==> config.mk <==
export PLATFORM = sky130hd
export DESIGN_NAME = sac_adc_ctrl
export DESIGN_NICKNAME = d
export VERILOG_FILES = /design/src/include/sac_pkg.sv /design/src/design/sac_adc_ctrl.sv /design/src/design/sac_mcyc_div.sv /design/src/design/sac_sar.sv
export SDC_FILE = /design/constraint.sdc
export NUM_CORES = 1
export LEC_CHECK = 0
export CAP_MARGIN = 20
export CORE_MARGIN = 3
export CORE_UTILIZATION = 30
export DETAILED_ROUTE_END_ITERATION = 16
export DONT_BUFFER_PORTS = 1
export PLACE_DENSITY = 0.5
export SYNTH_ARGS = -nofsm -noshare
export SYNTH_HDL_FRONTEND = slang
export SYNTH_SLANG_ARGS = --single-unit
==> constraint.sdc <==
create_clock -name i_clock -period 2.5 [get_ports i_clock]
set_input_delay 0 -clock i_clock [delete_from_list [all_inputs] [get_ports i_clock]]
set_output_delay 0 -clock i_clock [all_outputs]
set_load 0.005 [all_outputs]
==> src/include/sac_pkg.sv <==
package sac_pkg;
    // ----------------------------------------
    // timing
    // ----------------------------------------
    localparam int CLK_HZ = 20_000_000;
    localparam int FC_PER_MCYC = 4;
    localparam int CONV_SHORT_FC = 184;
    localparam int CONV_LONG_FC = 736;
    localparam int SAMPLE_MCYC = 4;
    localparam int RES_BITS = 8;
    localparam logic [7:0] CONV_SHORT_MC = 8'(CONV_SHORT_FC / FC_PER_MCYC);
    localparam logic [7:0] CONV_LONG_MC = 8'(CONV_LONG_FC / FC_PER_MCYC);
    localparam logic [7:0] SAMPLE_MC = 8'(SAMPLE_MCYC);
    // bit decisions spread evenly between sampling and completion
    localparam logic [7:0] STEP_SHORT_MC = 8'((CONV_SHORT_FC / FC_PER_MCYC - SAMPLE_MCYC) / RES_BITS);
    localparam logic [7:0] STEP_LONG_MC = 8'((CONV_LONG_FC / FC_PER_MCYC - SAMPLE_MCYC) / RES_BITS);
    // ----------------------------------------
    // register map
    // ----------------------------------------
    localparam int ADDR_W = 8;
    localparam int CTRL_IDX = 32'h0000_000E;
    localparam int RES_IDX = 32'h0000_000F;
    localparam logic [ADDR_W-1:0] CTRL_ADDR = ADDR_W'(CTRL_IDX * 4);
    localparam logic [ADDR_W-1:0] RES_ADDR = ADDR_W'(RES_IDX * 4);
    localparam int CHAN_LSB = 0;
    localparam int CHAN_W = 4;
    localparam int DIS_BIT = 4;
    localparam int TIME_BIT = 5;
    localparam int START_BIT = 6;
    localparam int DONE_BIT = 7;
    localparam logic [7:0] CTRL_RST = 8'h00;
    localparam logic [7:0] RES_RST = 8'h00;
    localparam logic [3:0] CHAN_LOW_LAST = 4'h7;
    localparam logic [3:0] CHAN_RSV_FIRST = 4'hC;
    localparam int CHAN_HIGH_OFS = 2;
    localparam int NUM_AIN = 14;
    localparam logic [1:0] RESP_OKAY = 2'h0;
    localparam logic [1:0] RESP_SLVERR = 2'h2;

    typedef enum logic [2:0] {
        SAC_IDLE = 3'b001,
        SAC_TRACK = 3'b010,
        SAC_CONV = 3'b100
    } sac_state_e;
endpackage

==> src/design/sac_adc_ctrl.sv <==
`timescale 1ns/1ps
`default_nettype none
// Notes on behaviour
// - codes 0-7 to channels 0-7, 8-11 to 10-13
// - disable bit 0 enables, 1 disables input
// - time bit picks 184 or 736 clocks
// - writing 1 to bit 6 starts conversion
// - start bit self-clears, reads back 0
// - short conversion takes 46 machine cycles
// - done flag 0 until conversion finishes
// - done flag is read-only
// - reading result clears done flag
// - restart mid-conversion begins from first step
// - sample taken 4 machine cycles after start
// - stop mode mid-conversion aborts it
// - stop after done keeps result
// - 8-bit SAR with mux and sample-hold
module sac_adc_ctrl (
    input wire logic i_clock,
    input wire logic i_srst,
    input wire logic i_awvalid,
    output logic o_awready,
    input wire logic [sac_pkg::ADDR_W-1:0] i_awaddr,
    input wire logic i_wvalid,
    output logic o_wready,
    input wire logic [31:0] i_wdata,
    input wire logic [3:0] i_wstrb,
    output logic o_bvalid,
    input wire logic i_bready,
    output logic [1:0] o_bresp,
    input wire logic i_arvalid,
    output logic o_arready,
    input wire logic [sac_pkg::ADDR_W-1:0] i_araddr,
    output logic o_rvalid,
    input wire logic i_rready,
    output logic [31:0] o_rdata,
    output logic [1:0] o_rresp,
    input wire logic i_stop_mode,
    input wire logic i_cmp,
    output logic [sac_pkg::NUM_AIN-1:0] o_chan_onehot,
    output logic o_ain_en,
    output logic o_sample,
    output logic [sac_pkg::RES_BITS-1:0] o_ladder_code,
    output logic o_busy
);
    // ----------------------------------------
    // bus slave
    // ----------------------------------------
    logic aw_held_ff;
    logic w_held_ff;
    logic [sac_pkg::ADDR_W-1:0] awaddr_ff;
    logic [7:0] wdata_ff;
    logic wstrb0_ff;
    logic do_write;
    logic ar_take;
    logic wr_ctrl;
    logic rd_res;
    logic rd_ctrl_ff;

    assign o_awready = !aw_held_ff && !o_bvalid;
    assign o_wready = !w_held_ff && !o_bvalid;
    assign o_arready = !o_rvalid;
    assign do_write = aw_held_ff && w_held_ff && !o_bvalid;
    assign ar_take = i_arvalid && o_arready;
    assign wr_ctrl = do_write && (awaddr_ff == sac_pkg::CTRL_ADDR) && wstrb0_ff;
    assign rd_res = ar_take && (i_araddr == sac_pkg::RES_ADDR);

    always_ff @(posedge i_clock) begin
        if (i_srst) begin
            aw_held_ff <= 1'b0;
            awaddr_ff <= '0;
        end else if (i_awvalid && o_awready) begin
            aw_held_ff <= 1'b1;
            awaddr_ff <= i_awaddr;
        end else if (do_write) begin
            aw_held_ff <= 1'b0;
        end
    end

    always_ff @(posedge i_clock) begin
        if (i_srst) begin
            w_held_ff <= 1'b0;
            wdata_ff <= 8'h00;
            wstrb0_ff <= 1'b0;
        end else if (i_wvalid && o_wready) begin
            w_held_ff <= 1'b1;
            wdata_ff <= i_wdata[7:0];
            wstrb0_ff <= i_wstrb[0];
        end else if (do_write) begin
            w_held_ff <= 1'b0;
        end
    end

    always_ff @(posedge i_clock) begin
        if (i_srst) begin
            o_bvalid <= 1'b0;
            o_bresp <= sac_pkg::RESP_OKAY;
        end else if (do_write) begin
            o_bvalid <= 1'b1;
            // result register is read-only, so a write to it is refused
            o_bresp <= (awaddr_ff == sac_pkg::CTRL_ADDR) ? sac_pkg::RESP_OKAY : sac_pkg::RESP_SLVERR;
        end else if (i_bready) begin
            o_bvalid <= 1'b0;
        end
    end

    // ----------------------------------------
    // control register
    // ----------------------------------------
    logic [3:0] chan_ff;
    logic dis_ff;
    logic long_ff;
    logic done_ff;
    logic start_req;
    logic set_done;
    logic [sac_pkg::RES_BITS-1:0] result_ff;

    // start is a pulse only; no storage, so it always reads 0
    assign start_req = wr_ctrl && wdata_ff[sac_pkg::START_BIT];

    always_ff @(posedge i_clock) begin
        if (i_srst) begin
            chan_ff <= sac_pkg::CTRL_RST[sac_pkg::CHAN_LSB +: sac_pkg::CHAN_W];
            dis_ff <= sac_pkg::CTRL_RST[sac_pkg::DIS_BIT];
            long_ff <= sac_pkg::CTRL_RST[sac_pkg::TIME_BIT];
        end else if (wr_ctrl) begin
            chan_ff <= wdata_ff[sac_pkg::CHAN_LSB +: sac_pkg::CHAN_W];
            dis_ff <= wdata_ff[sac_pkg::DIS_BIT];
            long_ff <= wdata_ff[sac_pkg::TIME_BIT];
        end
    end

    // set wins over a result read in the same cycle
    always_ff @(posedge i_clock) begin
        if (i_srst) begin
            done_ff <= sac_pkg::CTRL_RST[sac_pkg::DONE_BIT];
        end else if (set_done) begin
            done_ff <= 1'b1;
        end else if (start_req || rd_res) begin
            done_ff <= 1'b0;
        end
    end

    always_ff @(posedge i_clock) begin
        if (i_srst) begin
            o_rvalid <= 1'b0;
            o_rdata <= 32'h0000_0000;
            o_rresp <= sac_pkg::RESP_OKAY;
            rd_ctrl_ff <= 1'b0;
        end else if (ar_take) begin
            o_rvalid <= 1'b1;
            o_rdata <= 32'h0000_0000;
            o_rresp <= sac_pkg::RESP_OKAY;
            rd_ctrl_ff <= (i_araddr == sac_pkg::CTRL_ADDR);
            if (i_araddr == sac_pkg::CTRL_ADDR) begin
                o_rdata[7:0] <= {done_ff, 1'b0, long_ff, dis_ff, chan_ff};
            end else if (rd_res) begin
                o_rdata[7:0] <= result_ff;
            end else begin
                o_rresp <= sac_pkg::RESP_SLVERR;
            end
        end else if (i_rready) begin
            o_rvalid <= 1'b0;
        end
    end

    // ----------------------------------------
    // input multiplexer
    // ----------------------------------------
    always_comb begin
        o_chan_onehot = '0;
        if (!dis_ff && chan_ff < sac_pkg::CHAN_RSV_FIRST) begin
            if (chan_ff <= sac_pkg::CHAN_LOW_LAST) begin
                o_chan_onehot[chan_ff] = 1'b1;
            end else begin
                o_chan_onehot[chan_ff + 4'(sac_pkg::CHAN_HIGH_OFS)] = 1'b1;
            end
        end
    end
    assign o_ain_en = |o_chan_onehot;

    // ----------------------------------------
    // conversion sequencer
    // ----------------------------------------
    sac_pkg::sac_state_e state_ff;
    logic tick;
    logic [7:0] mc_cnt_ff;
    logic [7:0] st_cnt_ff;
    logic conv_long_ff;
    logic sar_init;
    logic sar_step;
    logic sar_busy;
    logic [7:0] total_mc;
    logic [7:0] step_mc;

    // restart also realigns the machine-cycle phase for exact timing
    sac_mcyc_div #(
        .DIV(sac_pkg::FC_PER_MCYC)
    ) u_div (
        .i_clock(i_clock),
        .i_srst(i_srst),
        .i_clear(start_req),
        .o_tick(tick)
    );

    sac_sar #(
        .W(sac_pkg::RES_BITS)
    ) u_sar (
        .i_clock(i_clock),
        .i_srst(i_srst),
        .i_init(sar_init),
        .i_step(sar_step),
        .i_cmp(i_cmp),
        .o_code(o_ladder_code),
        .o_busy(sar_busy)
    );

    assign total_mc = conv_long_ff ? sac_pkg::CONV_LONG_MC : sac_pkg::CONV_SHORT_MC;
    assign step_mc = conv_long_ff ? sac_pkg::STEP_LONG_MC : sac_pkg::STEP_SHORT_MC;
    assign sar_init = (state_ff == sac_pkg::SAC_TRACK) && tick && (mc_cnt_ff == sac_pkg::SAMPLE_MC - 8'h01);
    assign sar_step = (state_ff == sac_pkg::SAC_CONV) && tick && (st_cnt_ff == step_mc - 8'h01);
    assign set_done = (state_ff == sac_pkg::SAC_CONV) && tick && (mc_cnt_ff == total_mc - 8'h01)
                      && !start_req && !i_stop_mode;
    assign o_busy = (state_ff != sac_pkg::SAC_IDLE);

    always_ff @(posedge i_clock) begin
        if (i_srst) begin
            state_ff <= sac_pkg::SAC_IDLE;
        end else if (start_req) begin
            state_ff <= sac_pkg::SAC_TRACK;
        end else if (i_stop_mode) begin
            state_ff <= sac_pkg::SAC_IDLE;
        end else begin
            case (state_ff)
                sac_pkg::SAC_IDLE: begin
                    state_ff <= sac_pkg::SAC_IDLE;
                end
                sac_pkg::SAC_TRACK: begin
                    if (sar_init) begin
                        state_ff <= sac_pkg::SAC_CONV;
                    end
                end
                sac_pkg::SAC_CONV: begin
                    if (set_done) begin
                        state_ff <= sac_pkg::SAC_IDLE;
                    end
                end
                default: begin
                    state_ff <= sac_pkg::SAC_IDLE;
                end
            endcase
        end
    end

    always_ff @(posedge i_clock) begin
        if (i_srst || start_req) begin
            mc_cnt_ff <= 8'h00;
            st_cnt_ff <= 8'h00;
        end else if (tick && o_busy) begin
            mc_cnt_ff <= mc_cnt_ff + 8'h01;
            st_cnt_ff <= (sar_init || sar_step) ? 8'h00 : st_cnt_ff + 8'h01;
        end
    end

    always_ff @(posedge i_clock) begin
        if (i_srst) begin
            conv_long_ff <= 1'b0;
        end else if (start_req) begin
            conv_long_ff <= wdata_ff[sac_pkg::TIME_BIT];
        end
    end

    always_ff @(posedge i_clock) begin
        if (i_srst) begin
            o_sample <= 1'b0;
        end else begin
            o_sample <= sar_init && !start_req && !i_stop_mode;
        end
    end

    // an aborted conversion leaves the old value, which software must not trust
    always_ff @(posedge i_clock) begin
        if (i_srst) begin
            result_ff <= sac_pkg::RES_RST;
        end else if (set_done) begin
            result_ff <= o_ladder_code;
        end
    end

    // ----------------------------------------
    // checks
    // ----------------------------------------
    logic [10:0] cyc_ff;

    always_ff @(posedge i_clock) begin
        if (i_srst || start_req) begin
            cyc_ff <= 11'h000;
        end else if (o_busy) begin
            cyc_ff <= cyc_ff + 11'h001;
        end
    end
endmodule
`default_nettype wire

==> src/design/sac_mcyc_div.sv <==
`timescale 1ns/1ps
`default_nettype none
// machine-cycle tick: one pulse every DIV clocks, phase reset by i_clear
module sac_mcyc_div #(
    parameter int DIV = 4
) (
    input wire logic i_clock,
    input wire logic i_srst,
    input wire logic i_clear,
    output logic o_tick
);
    localparam int CW = $clog2(DIV);
    logic [CW-1:0] cnt_ff;

    always_ff @(posedge i_clock) begin
        if (i_srst || i_clear || o_tick) begin
            cnt_ff <= '0;
        end else begin
            cnt_ff <= cnt_ff + CW'(1);
        end
    end

    assign o_tick = (cnt_ff == CW'(DIV - 1)) && !i_clear;
endmodule
`default_nettype wire

==> src/design/sac_sar.sv <==
`timescale 1ns/1ps
`default_nettype none
// successive-approximation register: msb first, keep bit when input >= trial
module sac_sar #(
    parameter int W = 8
) (
    input wire logic i_clock,
    input wire logic i_srst,
    input wire logic i_init,
    input wire logic i_step,
    input wire logic i_cmp,
    output logic [W-1:0] o_code,
    output logic o_busy
);
    logic [W-1:0] mask_ff;

    always_ff @(posedge i_clock) begin
        if (i_srst) begin
            mask_ff <= '0;
            o_code <= '0;
        end else if (i_init) begin
            mask_ff <= {1'b1, {(W-1){1'b0}}};
            o_code <= {1'b1, {(W-1){1'b0}}};
        end else if (i_step && o_busy) begin
            mask_ff <= mask_ff >> 1;
            o_code <= (i_cmp ? o_code : (o_code & ~mask_ff)) | (mask_ff >> 1);
        end
    end

    assign o_busy = |mask_ff;
endmodule
`default_nettype wire

[Word level (Yosys, flattened, before mapping)]
Index checks and enable logic that the tools add are counted.
Word-level totals
  register bits after elaboration: 86
  input port bits: 61
  word-level logic and storage cells: 137
Operators by class
  $add $sub $neg: 6
  order comparisons: 6
  eq/ne operators: 14
  muxes and demuxes: 33
  bitwise operators: 3
  reductions and logical operators: 49
Operator list (count)
  8-bit 2-to-1 mux: 9
  14-bit 2-to-1 mux: 2
  1-bit logical AND: 26
  8-bit by 6-bit equality test with 1-bit output (second input constant): 3
  8-bit by 1-bit adder with 8-bit output (second input constant): 2
  8-bit equality test: 2
  14-bit OR reduction: 1
  2-bit nonzero test: 6
  1-bit 2-to-1 mux: 11
  4-bit by 5-bit < comparator with 1-bit output (second input constant): 2
  2-bit 2-to-1 mux: 5
  8-bit bitwise AND: 1
  1-bit demux with 4-bit select: 2
  8-bit by 2-bit equality test with 1-bit output (second input constant): 1
  4-bit by 1-bit greater-or-equal comparator with 1-bit output (second input constant): 2
  4-bit inequality test (second input constant): 2
  8-bit inverter: 1
  8-bit by 7-bit OR with 8-bit output: 1
  8-bit OR reduction: 1
  8-bit by 1-bit subtractor with 8-bit output (second input constant): 1
  1-bit logical NOT: 7
  3-bit 2-to-1 mux: 2
  3-bit case mux with 2 select lines: 1
  5-bit by 1-bit subtractor with 6-bit output (second input constant): 1
  14 further kinds: 19

[Longest topological paths before layout]
  word-level depth: 15
  depth in mapped cells: 7
  gate-level depth less buffers: 5

[Hierarchy]
A second synthesis with hierarchy kept.
Second synthesis, totals
  cell total of the unflattened synthesis: 448
  area, all modules: 3887.5 sq um
Modules (own cells, without submodules)
  sac_adc_ctrl: instances 1, cells each 375, area each 3159.3 sq um, seq. area each 1321.3 sq um
  sac_sar: instances 1, cells each 67, area each 641.9 sq um, seq. area each 320.3 sq um
  sac_mcyc_div: instances 1, cells each 6, area each 86.3 sq um, seq. area each 40.0 sq um

[Worst setup path after synthesis]
Ideal clock, no wire load.
  path kind: register -> register
  start: register awaddr_ff[0] (netlist bit)
  end: register state_ff[0]
  data arrival time: 1.739 ns
  required time: 2.378 ns
  setup slack: 0.639 ns
  cell stages (with the launch flop): 6
  path buffers: 1
  cells stage by stage: dfxtp_1 > or4b_4 > nor4_4 > buf_6 > nor2_2 > a221o_1
Between the ends
  longest elaborated chain between the ends: 12
Ends and longest elaborated chain
  start: declaration: RTL line sac_adc_ctrl.sv:51  | logic [sac_pkg::ADDR_W-1:0] awaddr_ff;
  start signal: assignment: RTL line sac_adc_ctrl.sv:74  | awaddr_ff <= i_awaddr;
  8-bit by 6-bit equality test with 1-bit output (*): RTL line sac_adc_ctrl.sv:65  | assign wr_ctrl = do_write && (awaddr_ff == sac_pkg::CTRL_ADDR) && wstrb0_ff;
  1-bit logical AND (*) (2 in a row): RTL line sac_adc_ctrl.sv:65
  1-bit logical AND (*): RTL line sac_adc_ctrl.sv:119  | assign start_req = wr_ctrl && wdata_ff[sac_pkg::START_BIT];
  1-bit logical NOT: RTL line sac_adc_ctrl.sv:223, sac_mcyc_div.sv:23
  1-bit logical AND: RTL line sac_mcyc_div.sv:23  | assign o_tick = (cnt_ff == CW'(DIV - 1)) && !i_clear;
  1-bit logical AND (2 in a row): RTL line sac_adc_ctrl.sv:222  | assign set_done = (state_ff == sac_pkg::SAC_CONV) && tick && (mc_cnt_ff == total_mc - 8'h01)
  1-bit logical AND (2 in a row): RTL line sac_adc_ctrl.sv:223  | && !start_req && !i_stop_mode;
  4-bit inequality test (no source line)
  2-bit AND reduction (no source line)
  end signal: assignment: RTL line sac_adc_ctrl.sv:228  | state_ff <= sac_pkg::SAC_IDLE;
  end signal: assignment: RTL line sac_adc_ctrl.sv:230  | state_ff <= sac_pkg::SAC_TRACK;
  end signal: assignment: RTL line sac_adc_ctrl.sv:232  | state_ff <= sac_pkg::SAC_IDLE;
  end: declaration: RTL line sac_adc_ctrl.sv:185  | sac_pkg::sac_state_e state_ff;
Every way passes the cells marked *; elsewhere a longest branch is shown, timed or not.
A chain may end at the register's enable or synchronous reset.

[Worst setup path after layout]
  start: register u_div.cnt_ff[0]
  end: register result_ff[2] (netlist bit)
Between the ends
  longest elaborated chain between the ends: 6
Ends and longest elaborated chain
  start: declaration: RTL line sac_mcyc_div.sv:13  | logic [CW-1:0] cnt_ff;
  start signal: assignment: RTL line sac_mcyc_div.sv:19  | cnt_ff <= cnt_ff + CW'(1);
  2-bit equality test: RTL line sac_mcyc_div.sv:23
  1-bit logical AND: RTL line sac_mcyc_div.sv:23
  1-bit logical AND (2 in a row): RTL line sac_adc_ctrl.sv:222
  1-bit logical AND (2 in a row): RTL line sac_adc_ctrl.sv:223
  end signal: assignment: RTL line sac_adc_ctrl.sv:284  | result_ff <= sac_pkg::RES_RST;
  end signal: assignment: RTL line sac_adc_ctrl.sv:286  | result_ff <= o_ladder_code;
  end: declaration: RTL line sac_adc_ctrl.sv:116  | logic [sac_pkg::RES_BITS-1:0] result_ff;
No other way between the ends.

==> run summary <==
WL/cell: 15.3 um
Critical Path Sink Type: flip-flop
Setup_tns: 0 ns
Final net count: 573
Clock latency on the worst-skew pair: 0.34 ns
Distinct cells, synth: 59
Post-synth top cells: dfxtp_1 (84), a21oi_1 (59), nand2_1 (47)
Adder-Cell Fraction of Synth Area: 1.18%
Synth top area share: 39.8%
Post-synth design cell area: 4230 um^2
PD cells: 592 nW/um^2
Final Cycle Share: 83.0%
Hold slack: 0.0193 ns
HPWL after DPL: 7.07 mm
Seq/Total Area, Yosys: 39.8%
Final Critical Period: 2.08 ns
Startpoint Class: flip-flop
Clock skew: 0.00984 ns
Xor and xnor area share after synthesis: 0.207%
Gate Count Post-Synth: 489
Initial antenna violation count: 0
Synth Area per Inst: 8.65 um^2
Max-cap violations: 0
Number of global-route vias before repair: 3464
Initial drt markers: 268
Initial Util: 31.3%
Logic pwr share: 5.9%
Pleak: 1.70 nW
Die Width: 125 um
Max Freq: 482 MHz
Sw power: 0.670 mW
Simple-gate share of the synthesized area: 25.8%
Critical path class: flip-flop to flip-flop
Clock share of power: 45.9%
Ys Warns: 0
Ys flop type: dfxtp_1
Worst-path fanout max: 9
Worst path required time: 2.73 ns
Largest family of logic cells by synthesized area: simple AND/OR/NAND/NOR gates
TritonCTS Buffers: 9
Clk sink count: 84
Grt ovf: 0
Final GP Congestion: 0.789
Row count: 42
Outcome: finished clean
R2R Setup Slk: 0.42 ns
Mux cell area share after synthesis: 3.76%
First-pass GRT wire length: 17.5 mm
Most frequent cell after synthesis: dfxtp_1
Final hold vios: 0
Stages on worst setup path: 5
CP delay by family, top: simple AND/OR/NAND/NOR gates
Cell taking the most area after synthesis: dfxtp_1
CP Data Arrival Time: 2.30 ns
DIE HEIGHT: 125 um
Total track usage: 13.4%
Fillers: 1387
Seq pwr share: 48.2%
Tot Pwr: 2.88 mW
Die area: 15600 um^2
Min-Delay Path Depth: 2
WP buf/inv: 0
Cells along the critical path: ha_1 -> nor4bb_1 -> and4_1 -> nand3_1 -> mux2_2
CTS tree: built
Vias: 3579
DR pass1 iterations: 4
Largest net degree at the start of global routing: 54
CTS max path bufs: 2
Buffers added on ports: 0
Max VDD drop: 0.296 mV
CTS H-Tree Depth: 3
Min-delay src: i_awvalid
Reg2Reg Launch Point: u_div.cnt_ff[0]$_SDFF_PP0_
Critical path's slowest cell: and4_1
Core outline area: 13500 um^2
RR Endpoint: result_ff[2]$_SDFFE_PP0P_
Switching part of the total: 23.3%
RSZ-0062 raised after global routing: no
# DRC: 0
Vias per inst: 5.19
Post-synthesis compound-gate area fraction: 20.1%
CTS-repair resized insts: 0
Relative max-transition margin: 56.2%
Final Max Tran Viols: 0
Internal cell power: 2.21 mW
Cells on worst reg2reg path: 5
Worst slew pin tran: 0.656 ns
Drt total wl: 10.5 mm
I/O pin count: 127
Setup violators final: 0
Hold EP: aw_held_ff$_SDFFE_PP0P_
Root Buffer: clkbuf_16
Hold crit path type: input port to flip-flop
Largest cells by area after synthesis: dfxtp_1 (40%), a21oi_1 (7.0%), buf_4 (4.6%), nand2_1 (4.2%), o31ai_1 (4.1%)
Area Overhead vs Synth: 15.2%
Clock slew at reported path FFs: 0.06 ns
Number of synthesized register bits: 84
CP max stage delay: 0.47 ns
Number of synthesized flops with an enable pin: 0
Antenna cells: 0
Layout cells sized above 1: 10.1%
Antenna-violating nets left: 0
Asr flop ratio synth: 0%
routing by layer:
layer,track usage [%],vias up,part of all wire (%)
met1,17.3,1677,47
met4,3.29,0,0.49
met2,21.7,86,47
li1,-,1812,-
met3,4.42,4,5.7
met5,0,-,0
power groups by stage:
stage	Clock [mW]	Combinational [mW]	Sequential [mW]
after global routing	1.42	0.194	1.39
after floorplan	0	0.141	1.41
final	1.32	0.171	1.39
after CTS	1.36	0.170	1.39
after global placement	0	0.115	1.42
after detailed placement	0	0.117	1.42
cells in the final DEF (no fill, tap or decap), types with 5 or more instances in the layout:
master          n
nand4_1        24
o31ai_1        23
nand2b_1       12
buf_4          13
nor3b_1         7
or4_1           9
a22oi_1         8
mux2i_1         8
mux2_2          7
nor2_1         32
o21ai_0         5
nor3_1          8
nand3_1         9
o41ai_1         8
clkbuf_16       9
conb_1         26
dfxtp_1        84
dlygate4sd3_1  25
a21oi_1        59
inv_1           8
o21ai_1         5
and2_1          5
nand2_1        47
state kept, by name, summed over array words and instances (netlist names), 2 cells and up:
signal and cells:
awaddr_ff 8, mc_cnt_ff 8, o_rdata 8, result_ff 8
st_cnt_ff 8, u_sar.mask_ff 8, u_sar.o_code 8, wdata_ff 7
chan_ff 4, state_ff 3, u_div.cnt_ff 2
logic make-up after synthesis:
kind of cell,Yosys count
simple gates,190
compound gates,129
flops,84
buf+inv,65
mux,15
fa+ha+maj,4
other cells,1
xor+xnor,1
through the flow:
step / area [um^2] / std cells / util, % / setup WS [ns]
3_5_place_dp: 4310 / 647 / 31.9 / 0.431
4_1_cts: 4870 / 689 / 36.1 / 0.395
6_report: 4870 / 689 / 36.1 / 0.425
2_1_floorplan: 4320 / 514 / - / 0.639
3_3_place_gp: 4310 / 647 / 31.9 / 0.494
5_1_grt: 4870 / 689 / 36.1 / 0.223
cell type report:
class,count,area [um^2],share of cell area (%)
clock buffer,10,229,4.70
sequential,84,1680,34.5
clock inverter,6,65.1,1.34
inverter,8,30.0,0.616
tap,176,220,4.52
timing repair buffer,40,388,7.96
multi-input combinational,365,2260,46.4
worst reg2reg max path, stage by stage (launching register included):
cell and delay, ns:
dfxtp_1 0.33, ha_1 0.33, nor4bb_1 0.42, and4_1 0.47
nand3_1 0.13, mux2_2 0.28
how the worst max path moves through the flow:
stage	startpoint	end	slack [ns]
3_3_place_gp	u_div.cnt_ff[0]$_SDFF_PP0_	result_ff[2]$_SDFFE_PP0P_	0.49
2_1_floorplan	awaddr_ff[0]$_SDFFE_PP0P_	state_ff[0]$_SDFFE_PP1P_	0.64
6_report	u_div.cnt_ff[0]$_SDFF_PP0_	result_ff[2]$_SDFFE_PP0P_	0.42
4_1_cts	u_div.cnt_ff[0]$_SDFF_PP0_	result_ff[2]$_SDFFE_PP0P_	0.40
3_5_place_dp	u_div.cnt_ff[0]$_SDFF_PP0_	result_ff[2]$_SDFFE_PP0P_	0.43
5_1_grt	u_div.cnt_ff[0]$_SDFF_PP0_	result_ff[2]$_SDFFE_PP0P_	0.22
repair_timing:
action	in CTS	in global routing
hold endpoints to repair	67	0
buffers inserted	0	0
hold buffers	26	0
Note: power is estimated with default switching activity, not from simulation.
